### src/logic/fws_pkg.sv
// package: flash status host constants, types and command table
package fws_pkg;
	localparam int CLK_MHZ = 250;
	localparam int T_ACC_NS = 90;
	localparam int T_WP_NS = 35;
	localparam int T_REC_NS = 20;
	localparam logic [5:0] T_ACC_CYC = 6'((T_ACC_NS * CLK_MHZ + 999) / 1000);
	localparam logic [5:0] T_WP_CYC = 6'((T_WP_NS * CLK_MHZ + 999) / 1000);
	localparam logic [5:0] T_REC_CYC = 6'((T_REC_NS * CLK_MHZ + 999) / 1000);
	localparam logic [11:0] REG_CTRL = 12'h000;
	localparam logic [11:0] REG_ADDR = 12'h004;
	localparam logic [11:0] REG_DATA = 12'h008;
	localparam logic [11:0] REG_STATUS = 12'h00c;
	localparam int ST_BUSY = 0;
	localparam int ST_DONE = 1;
	localparam int ST_FAIL = 2;
	localparam int ST_REJECT = 3;
	localparam int ST_RDY = 4;
	localparam int BIT_POLL = 7;
	localparam int BIT_TOGGLE = 6;
	localparam int BIT_TIMEOUT = 5;
	localparam int BIT_WINDOW = 3;
	localparam logic [19:0] UNLOCK_A1 = 20'h00555;
	localparam logic [19:0] UNLOCK_A2 = 20'h002aa;
	localparam logic [7:0] UNLOCK_D1 = 8'haa;
	localparam logic [7:0] UNLOCK_D2 = 8'h55;
	localparam logic [7:0] CMD_PROGRAM = 8'ha0;
	localparam logic [7:0] CMD_ERASE = 8'h80;
	localparam logic [7:0] CMD_CHIP = 8'h10;
	localparam logic [7:0] CMD_SECTOR = 8'h30;
	localparam logic [7:0] CMD_RESET = 8'hf0;
	localparam logic [2:0] LAST_LONG = 3'h5;
	localparam logic [2:0] LAST_PROG = 3'h3;

	typedef enum logic [2:0] {
		OP_NONE = 3'b000,
		OP_PROGRAM = 3'b001,
		OP_SECTOR = 3'b010,
		OP_ADD = 3'b011,
		OP_CHIP = 3'b100,
		OP_RESET = 3'b101,
		OP_POLL = 3'b110
	} fws_op_type;

	typedef struct packed {
		logic wr;
		logic [19:0] addr;
		logic [7:0] data;
	} fws_req_type;

	typedef struct packed {
		logic [19:0] addr;
		logic cs_n;
		logic oe_n;
		logic we_n;
		logic [7:0] dq_out;
		logic dq_drive_n;
	} fws_pins_type;

	function automatic fws_req_type fws_seq(fws_op_type op, logic [19:0] a, logic [7:0] d,
		logic [2:0] step);
		fws_req_type r;
		r = '{wr: 1'b1, addr: UNLOCK_A1, data: UNLOCK_D1};
		if (op == OP_RESET) begin
			r.data = CMD_RESET;
		end else if (op == OP_ADD) begin
			r.addr = a;
			r.data = CMD_SECTOR;
		end else begin
			case (step)
				3'h1: begin
					r.addr = UNLOCK_A2;
					r.data = UNLOCK_D2;
				end
				3'h2: r.data = (op == OP_PROGRAM) ? CMD_PROGRAM : CMD_ERASE;
				3'h3: begin
					if (op == OP_PROGRAM) begin
						r.addr = a;
						r.data = d;
					end
				end
				3'h4: begin
					r.addr = UNLOCK_A2;
					r.data = UNLOCK_D2;
				end
				3'h5: begin
					r.addr = (op == OP_SECTOR) ? a : UNLOCK_A1;
					r.data = (op == OP_SECTOR) ? CMD_SECTOR : CMD_CHIP;
				end
				default: r.data = UNLOCK_D1;
			endcase
		end
		return r;
	endfunction : fws_seq

	function automatic logic [2:0] fws_last(fws_op_type op);
		case (op)
			OP_PROGRAM: return LAST_PROG;
			OP_SECTOR, OP_CHIP: return LAST_LONG;
			default: return 3'h0;
		endcase
	endfunction : fws_last
endpackage : fws_pkg

### src/logic/fws_cycle.sv
// module: one flash bus read or write cycle with strobe timing
`timescale 1ns/1ps
`default_nettype none
module fws_cycle import fws_pkg::*; (
	input wire logic core_clk,
	input wire logic rst_n,
	input wire logic req,
	input wire fws_req_type req_data,
	output logic ack,
	output logic [7:0] rdata,
	output var fws_pins_type pins,
	input wire logic [7:0] dq_in
);
	typedef enum logic [1:0] {
		E_IDLE = 2'b00,
		E_ACT = 2'b01,
		E_REC = 2'b10
	} fws_eng_type;

	fws_eng_type state;
	logic [5:0] cnt;
	logic is_wr;

	always_ff @(posedge core_clk) begin
		if (!rst_n) begin
			state <= E_IDLE;
			cnt <= 6'h00;
			is_wr <= 1'b0;
			ack <= 1'b0;
			rdata <= 8'h00;
			pins <= '{addr: 20'h00000, cs_n: 1'b1, oe_n: 1'b1, we_n: 1'b1,
				dq_out: 8'h00, dq_drive_n: 1'b1};
		end else begin
			ack <= 1'b0;
			case (state)
				E_IDLE: begin
					if (req && !ack) begin
						is_wr <= req_data.wr;
						pins.addr <= req_data.addr;
						pins.cs_n <= 1'b0;
						pins.oe_n <= req_data.wr;
						pins.we_n <= !req_data.wr;
						pins.dq_out <= req_data.data;
						pins.dq_drive_n <= !req_data.wr;
						cnt <= req_data.wr ? T_WP_CYC : T_ACC_CYC;
						state <= E_ACT;
					end
				end
				E_ACT: begin
					if (cnt == 6'h01) begin
						if (!is_wr) begin
							rdata <= dq_in;
						end
						// both strobes rise so each status read is its own cycle
						pins.cs_n <= 1'b1;
						pins.oe_n <= 1'b1;
						pins.we_n <= 1'b1;
						cnt <= T_REC_CYC;
						state <= E_REC;
					end else begin
						cnt <= cnt - 6'h01;
					end
				end
				E_REC: begin
					if (cnt == 6'h01) begin
						pins.dq_drive_n <= 1'b1;
						ack <= 1'b1;
						state <= E_IDLE;
					end else begin
						cnt <= cnt - 6'h01;
					end
				end
				default: state <= E_IDLE;
			endcase
		end
	end
endmodule : fws_cycle
`default_nettype wire

### src/logic/fws_host.sv
// module: apb-controlled host that writes flash commands and polls write status
`timescale 1ns/1ps
`default_nettype none
// Behaviour
// - host polls at the program address or inside an erased sector
// - host takes final data only from the read after completion
// - host reads status twice and compares toggle bit; equal means done
// - still toggling with timeout bit high: recheck, still toggling means failure
// - after other work host restarts from the first double read
// - after a timeout failure host writes the reset command
// - host never skips erase window checks, not even with adds within 50 us
// - host checks erase window bit before and after each added sector erase
// - reset command is one write of f0 to any address
module fws_host import fws_pkg::*; (
	input wire logic core_clk,
	input wire logic rst_n,
	input wire logic psel,
	input wire logic penable,
	input wire logic pwrite,
	input wire logic [11:0] paddr,
	input wire logic [31:0] pwdata,
	output logic [31:0] prdata,
	output logic pready,
	output logic pslverr,
	output var fws_pins_type flash_pins,
	input wire logic [7:0] dq_in,
	input wire logic ready_busy_in
);
	typedef enum logic [3:0] {
		S_IDLE = 4'b0000,
		S_CMD = 4'b0001,
		S_PRECHK = 4'b0010,
		S_POSTCHK = 4'b0011,
		S_RD1 = 4'b0100,
		S_RD2 = 4'b0101,
		S_FINAL = 4'b0110,
		S_RST = 4'b0111
	} fws_state_type;

	fws_state_type state;
	fws_op_type op;
	logic [19:0] target;
	logic [7:0] wdata;
	logic [2:0] step;
	logic recheck;
	logic [7:0] first_rd;
	logic [7:0] status_rd;
	logic [7:0] final_rd;
	logic done;
	logic fail;
	logic reject;
	logic eng_req;
	logic eng_ack;
	logic [7:0] eng_rdata;
	fws_req_type eng_cmd;
	logic apb_wr;
	logic start;
	logic toggling;

	assign apb_wr = psel && penable && pwrite;
	assign start = apb_wr && paddr == REG_CTRL && state == S_IDLE && pwdata[2:0] != OP_NONE;
	assign toggling = first_rd[BIT_TOGGLE] != eng_rdata[BIT_TOGGLE];
	assign pready = 1'b1;
	assign pslverr = psel && penable && !(paddr == REG_CTRL || paddr == REG_ADDR
		|| paddr == REG_DATA || paddr == REG_STATUS);

	always_comb begin
		case (paddr)
			REG_CTRL: prdata = {29'h0, op};
			REG_ADDR: prdata = {12'h000, target};
			REG_DATA: prdata = {24'h000000, wdata};
			REG_STATUS: prdata = {8'h00, final_rd, status_rd, 3'h0, ready_busy_in, reject,
				fail, done, state != S_IDLE};
			default: prdata = 32'h00000000;
		endcase
	end

	always_ff @(posedge core_clk) begin
		if (!rst_n) begin
			target <= 20'h00000;
			wdata <= 8'h00;
		end else if (apb_wr && state == S_IDLE) begin
			if (paddr == REG_ADDR) begin
				target <= pwdata[19:0];
			end
			if (paddr == REG_DATA) begin
				wdata <= pwdata[7:0];
			end
		end
	end

	// every status read goes to the operation's own address
	always_comb begin
		eng_req = state != S_IDLE;
		if (state == S_CMD || state == S_RST) begin
			eng_cmd = fws_seq(state == S_RST ? OP_RESET : op, target, wdata, step);
		end else begin
			eng_cmd = '{wr: 1'b0, addr: target, data: 8'h00};
		end
	end

	always_ff @(posedge core_clk) begin
		if (!rst_n) begin
			state <= S_IDLE;
			op <= OP_NONE;
			step <= 3'h0;
			recheck <= 1'b0;
			first_rd <= 8'h00;
			status_rd <= 8'h00;
			final_rd <= 8'h00;
			done <= 1'b0;
			fail <= 1'b0;
			reject <= 1'b0;
		end else begin
			case (state)
				S_IDLE: begin
					if (start) begin
						op <= fws_op_type'(pwdata[2:0]);
						step <= 3'h0;
						recheck <= 1'b0;
						done <= 1'b0;
						fail <= 1'b0;
						reject <= 1'b0;
						if (pwdata[2:0] == OP_ADD) begin
							state <= S_PRECHK;
						end else if (pwdata[2:0] == OP_POLL) begin
							state <= S_RD1;
						end else begin
							state <= S_CMD;
						end
					end
				end
				S_CMD: begin
					if (eng_ack) begin
						step <= step + 3'h1;
						if (step == fws_last(op)) begin
							if (op == OP_ADD) begin
								state <= S_POSTCHK;
							end else if (op == OP_PROGRAM || op == OP_CHIP) begin
								state <= S_RD1;
							end else begin
								done <= 1'b1;
								state <= S_IDLE;
							end
						end
					end
				end
				S_PRECHK: begin
					if (eng_ack) begin
						status_rd <= eng_rdata;
						// erasing has begun: the added sector would be ignored
						if (eng_rdata[BIT_WINDOW]) begin
							reject <= 1'b1;
							done <= 1'b1;
							state <= S_IDLE;
						end else begin
							state <= S_CMD;
						end
					end
				end
				S_POSTCHK: begin
					if (eng_ack) begin
						status_rd <= eng_rdata;
						reject <= eng_rdata[BIT_WINDOW];
						done <= 1'b1;
						state <= S_IDLE;
					end
				end
				S_RD1: begin
					if (eng_ack) begin
						first_rd <= eng_rdata;
						state <= S_RD2;
					end
				end
				S_RD2: begin
					if (eng_ack) begin
						status_rd <= eng_rdata;
						if (!toggling) begin
							state <= S_FINAL;
						end else if (recheck) begin
							fail <= 1'b1;
							state <= S_RST;
						end else if (eng_rdata[BIT_TIMEOUT]) begin
							recheck <= 1'b1;
							state <= S_RD1;
						end else begin
							state <= S_RD1;
						end
					end
				end
				S_FINAL: begin
					if (eng_ack) begin
						final_rd <= eng_rdata;
						done <= 1'b1;
						state <= S_IDLE;
					end
				end
				S_RST: begin
					if (eng_ack) begin
						done <= 1'b1;
						state <= S_IDLE;
					end
				end
				default: state <= S_IDLE;
			endcase
		end
	end

	fws_cycle u_cycle (
		.core_clk(core_clk),
		.rst_n(rst_n),
		.req(eng_req),
		.req_data(eng_cmd),
		.ack(eng_ack),
		.rdata(eng_rdata),
		.pins(flash_pins),
		.dq_in(dq_in)
	);
endmodule : fws_host
`default_nettype wire

### config.mk
export PLATFORM = sky130hd
export DESIGN_NAME = fws_host
export DESIGN_NICKNAME = d
export VERILOG_FILES = /design/src/logic/fws_pkg.sv /design/src/logic/fws_cycle.sv /design/src/logic/fws_host.sv
export SDC_FILE = /design/constraint.sdc
export NUM_CORES = 1
export LEC_CHECK = 0
export ABC_AREA = 1
export BUFFER_PORTS_ARGS = -buffer_cell sky130_fd_sc_hd__buf_2
export CORE_MARGIN = 2
export CORE_UTILIZATION = 45
export DETAILED_ROUTE_END_ITERATION = 8
export HOLD_SLACK_MARGIN = 0.08
export PLACE_DENSITY = 0.7
export SKIP_CTS_REPAIR_TIMING = 1
export SLEW_MARGIN = 40
export SYNTH_ARGS = -nofsm -noshare
export SYNTH_HDL_FRONTEND = slang
export SYNTH_SLANG_ARGS = --single-unit
### constraint.sdc
create_clock -name core_clk -period 4.5 [get_ports core_clk]
set_clock_uncertainty 0.15 [all_clocks]
set_input_delay 0.675 -clock core_clk [delete_from_list [all_inputs] [get_ports core_clk]]
set_output_delay 0.675 -clock core_clk [all_outputs]
set_load 0.01 [all_outputs]
==> flow_metrics.tcl <==
set metrics [dict create \
    run_status "finished, final reports clean" \
    slew_viol_final 0 \
    core_um2 11900 \
    antenna_left 0 \
    yosysMostFrequentCell "nand2_1" \
    htree_levels 3 \
    tightest_slew_ns 0.715 \
    rsz0062_at_grt "false" \
    hold_viol_final 0 \
    period_needed_ns 3.11 \
    place_hpwl_um 10700 \
    insertion_delay_ns 0.36 \
    synthArstFlopShare_pct 0 \
    rows 40 \
    final_area_um2 6330 \
    synth.top_cells.by_area "dfxtp_1 40%, nand2_1 8.4%, o21ai_0 7.6%, inv_1 7.3%, nor2_1 6.7%" \
    crit_fanout 13 \
    fillers 1252 \
    routabilityCongestion 0.927 \
    path_clk_slew_ns 0.06 \
    synthMuxAreaShare_pct 0 \
    netlist_instances 784 \
    seq_area_frac_synth_pct 39.7 \
    n_antenna_cell 0 \
    grt_overflow 0 \
    cts_buffer_depth 2 \
    synth_top_family_by_area "simple AND/OR/NAND/NOR gates" \
    ys.flop_type "dfxtp_1" \
    first_pass_iters 5 \
    fin_crit_sh_pct 69.1 \
    finalWorstSetupSlack_ns 1.39 \
    worst-setup-path-type "input pin to output port" \
    yosys.area_share.simple_pct 23.0 \
    die_w_um 114 \
    switching_power_mw 1.15 \
    grt_usage_pct 22.7 \
    met1_length_um 6960 \
    whs_ns 0.303 \
    grt_max_degree 62 \
    intPower_mw 1.89 \
    hold_path_class "flop to flop" \
    initial_utilization_pct 45.7 \
    num_vias 5299 \
    die_h_um 114 \
    portBuffers 102 \
    ys_types 38 \
    netlist.area_leader.share_pct 39.7 \
    final_cells 1025 \
    postSynthAreaPerCell_um2 6.94 \
    cts_tree "done" \
    wl_um 14400 \
    pin_count 124 \
    syn_area_um2 5440 \
    maxCapViolCount 0 \
    grt_antenna_before_repair 0 \
    wl_met3_um 1030 \
    place_inst 1009 \
    max_freq_ghz 0.322 \
    cp_data_required_time_ns 3.67 \
    numCtsBuffers 9 \
    grt_pass1_vias 4584 \
    ys_top_cells_by_count "122 x nand2_1, 108 x dfxtp_1, 106 x inv_1" \
    drc 0 \
    p_clk_share_pct 27.1 \
    relSlewSlack_pct 52.2 \
    finalSetupViolCount 0 \
    finalSetupTns_ns 0 \
    p_per_area_nw_per_um2 480 \
    highest_layer "met4" \
    yosys.area.top_type "dfxtp_1" \
    met2_length_um 6220 \
    placed_area_um2 6010 \
    combPwrFrac_pct 34.3 \
    synthXorXnorAreaFrac_pct 0.483 \
    post-route-util_pct 53.1 \
    nets 942 \
    peakVddDrop_uv 238 \
    cts.sinks 108 \
    p_sw_share_pct 37.8 \
    dr.first_iter.drc_count 427 \
    finalPower_mw 3.04 \
    syn_to_final_growth_pct 16.3 \
    p_leak_nw 2.76 \
    synth_compound_area_share_pct 22.4 \
    dp_slack_ns 1.42 \
    ys.warnings.count 0 \
    vias_per_cell 5.17 \
    synth_edf_count 0 \
    start_kind "input pin" \
    grt_pass1_wl_um 23200 \
    synth_fa_ha_area_share_pct 2.53 \
    arrival_ns 2.28 \
    die_area_um2 13000 \
    synth-seq-cells 108 \
    drive_above_1_share_pct 17.3 \
    critPathCaptureType "output port" \
    power_frac_seq_pct 38.6 \
    routedWlPerCell_um 14.1 \
    cts_root_buffer "clkbuf_16" \
]
[logic make-up after synthesis]
logic type / count (synthesis)
AO/OA/AOI/OAI: 217
XOR/XNOR: 3
adder cells (fa/ha/maj): 11
buffers and inverters: 155
flip-flops: 108
other: 2
AND/OR/NAND/NOR: 288
[state kept, by name, summed over array words and instances (netlist names)]
register / cells
u_cycle.pins: 32
fail: 1
state: 3
op: 3
status_rd: 8
step: 3
u_cycle.cnt: 6
done: 1
final_rd: 8
u_cycle.state: 2
recheck: 1
first_rd: 1
u_cycle.is_wr: 1
reject: 1
target: 20
u_cycle.rdata: 8
wdata: 8
u_cycle.ack: 1
[critical path, stage by stage]
cell     delay (ns)
buf_2          0.09
nor2_1         0.09
nand2_1        0.09
nor2_4         0.19
nand4_1        0.44
buf_4          0.37
o22ai_1        0.16
buf_2          0.16
[final timing paths]
kind,slack [ns],from,to,depth (start not counted)
worst max register to register,2.07,state[0]$_SDFFE_PN0P_,u_cycle.pins[3]$_SDFFE_PN0P_,11
worst max-delay path,1.39,paddr[5],prdata[9],8
worst min register to register,0.30,status_rd[3]$_SDFFE_PN0P_,status_rd[3]$_SDFFE_PN0P_,2
worst min-delay path,0.30,status_rd[3]$_SDFFE_PN0P_,status_rd[3]$_SDFFE_PN0P_,2
[cell usage in the layout (no fill, tap or decap), drive strengths merged, types with 2 or more instances in the layout]
cell    count
nand4      13
nor2      109
o221ai      3
a21oi      67
buf       108
xor2        2
conb        9
o21ai      88
clkinv      4
nand3      36
dfxtp     108
a211oi     32
a31oi       2
clkbuf     11
nor3        3
o22ai      18
nand2     123
inv       117
ha         11
o211ai      3
o21bai      2
nor4        2
[per-layer routing]
| layer | vias to the layer above | track usage, % |
|---|---|---|
| met5 | - | 0 |
| met4 | 0 | 5.93 |
| met3 | 14 | 5.31 |
| met2 | 192 | 34.0 |
| met1 | 2344 | 32.8 |
| li1 | 2749 | - |
[power groups by stage]
stage                     Combinational (mW)  Clock (mW)  Sequential (mW)
after global placement                  1.03           0             1.19
after floorplan                        0.777           0             1.20
after detailed placement                1.04           0             1.19
after global routing                    1.20       0.872             1.19
final                                   1.04       0.824             1.17
after CTS                               1.04       0.839             1.17
[final cells by class]
type / instances / area (um^2) / area share [%]
Clock buffer: 11 / 253 / 3.99
Clock inverter: 5 / 60.1 / 0.949
Inverter: 118 / 443 / 7.00
Multi-Input combinational cell: 528 / 2670 / 42.2
Sequential cell: 108 / 2160 / 34.2
Tap cell: 147 / 184 / 2.91
Timing Repair Buffer: 108 / 556 / 8.78
No activity file was read; power rests on OpenSTA's default activity.
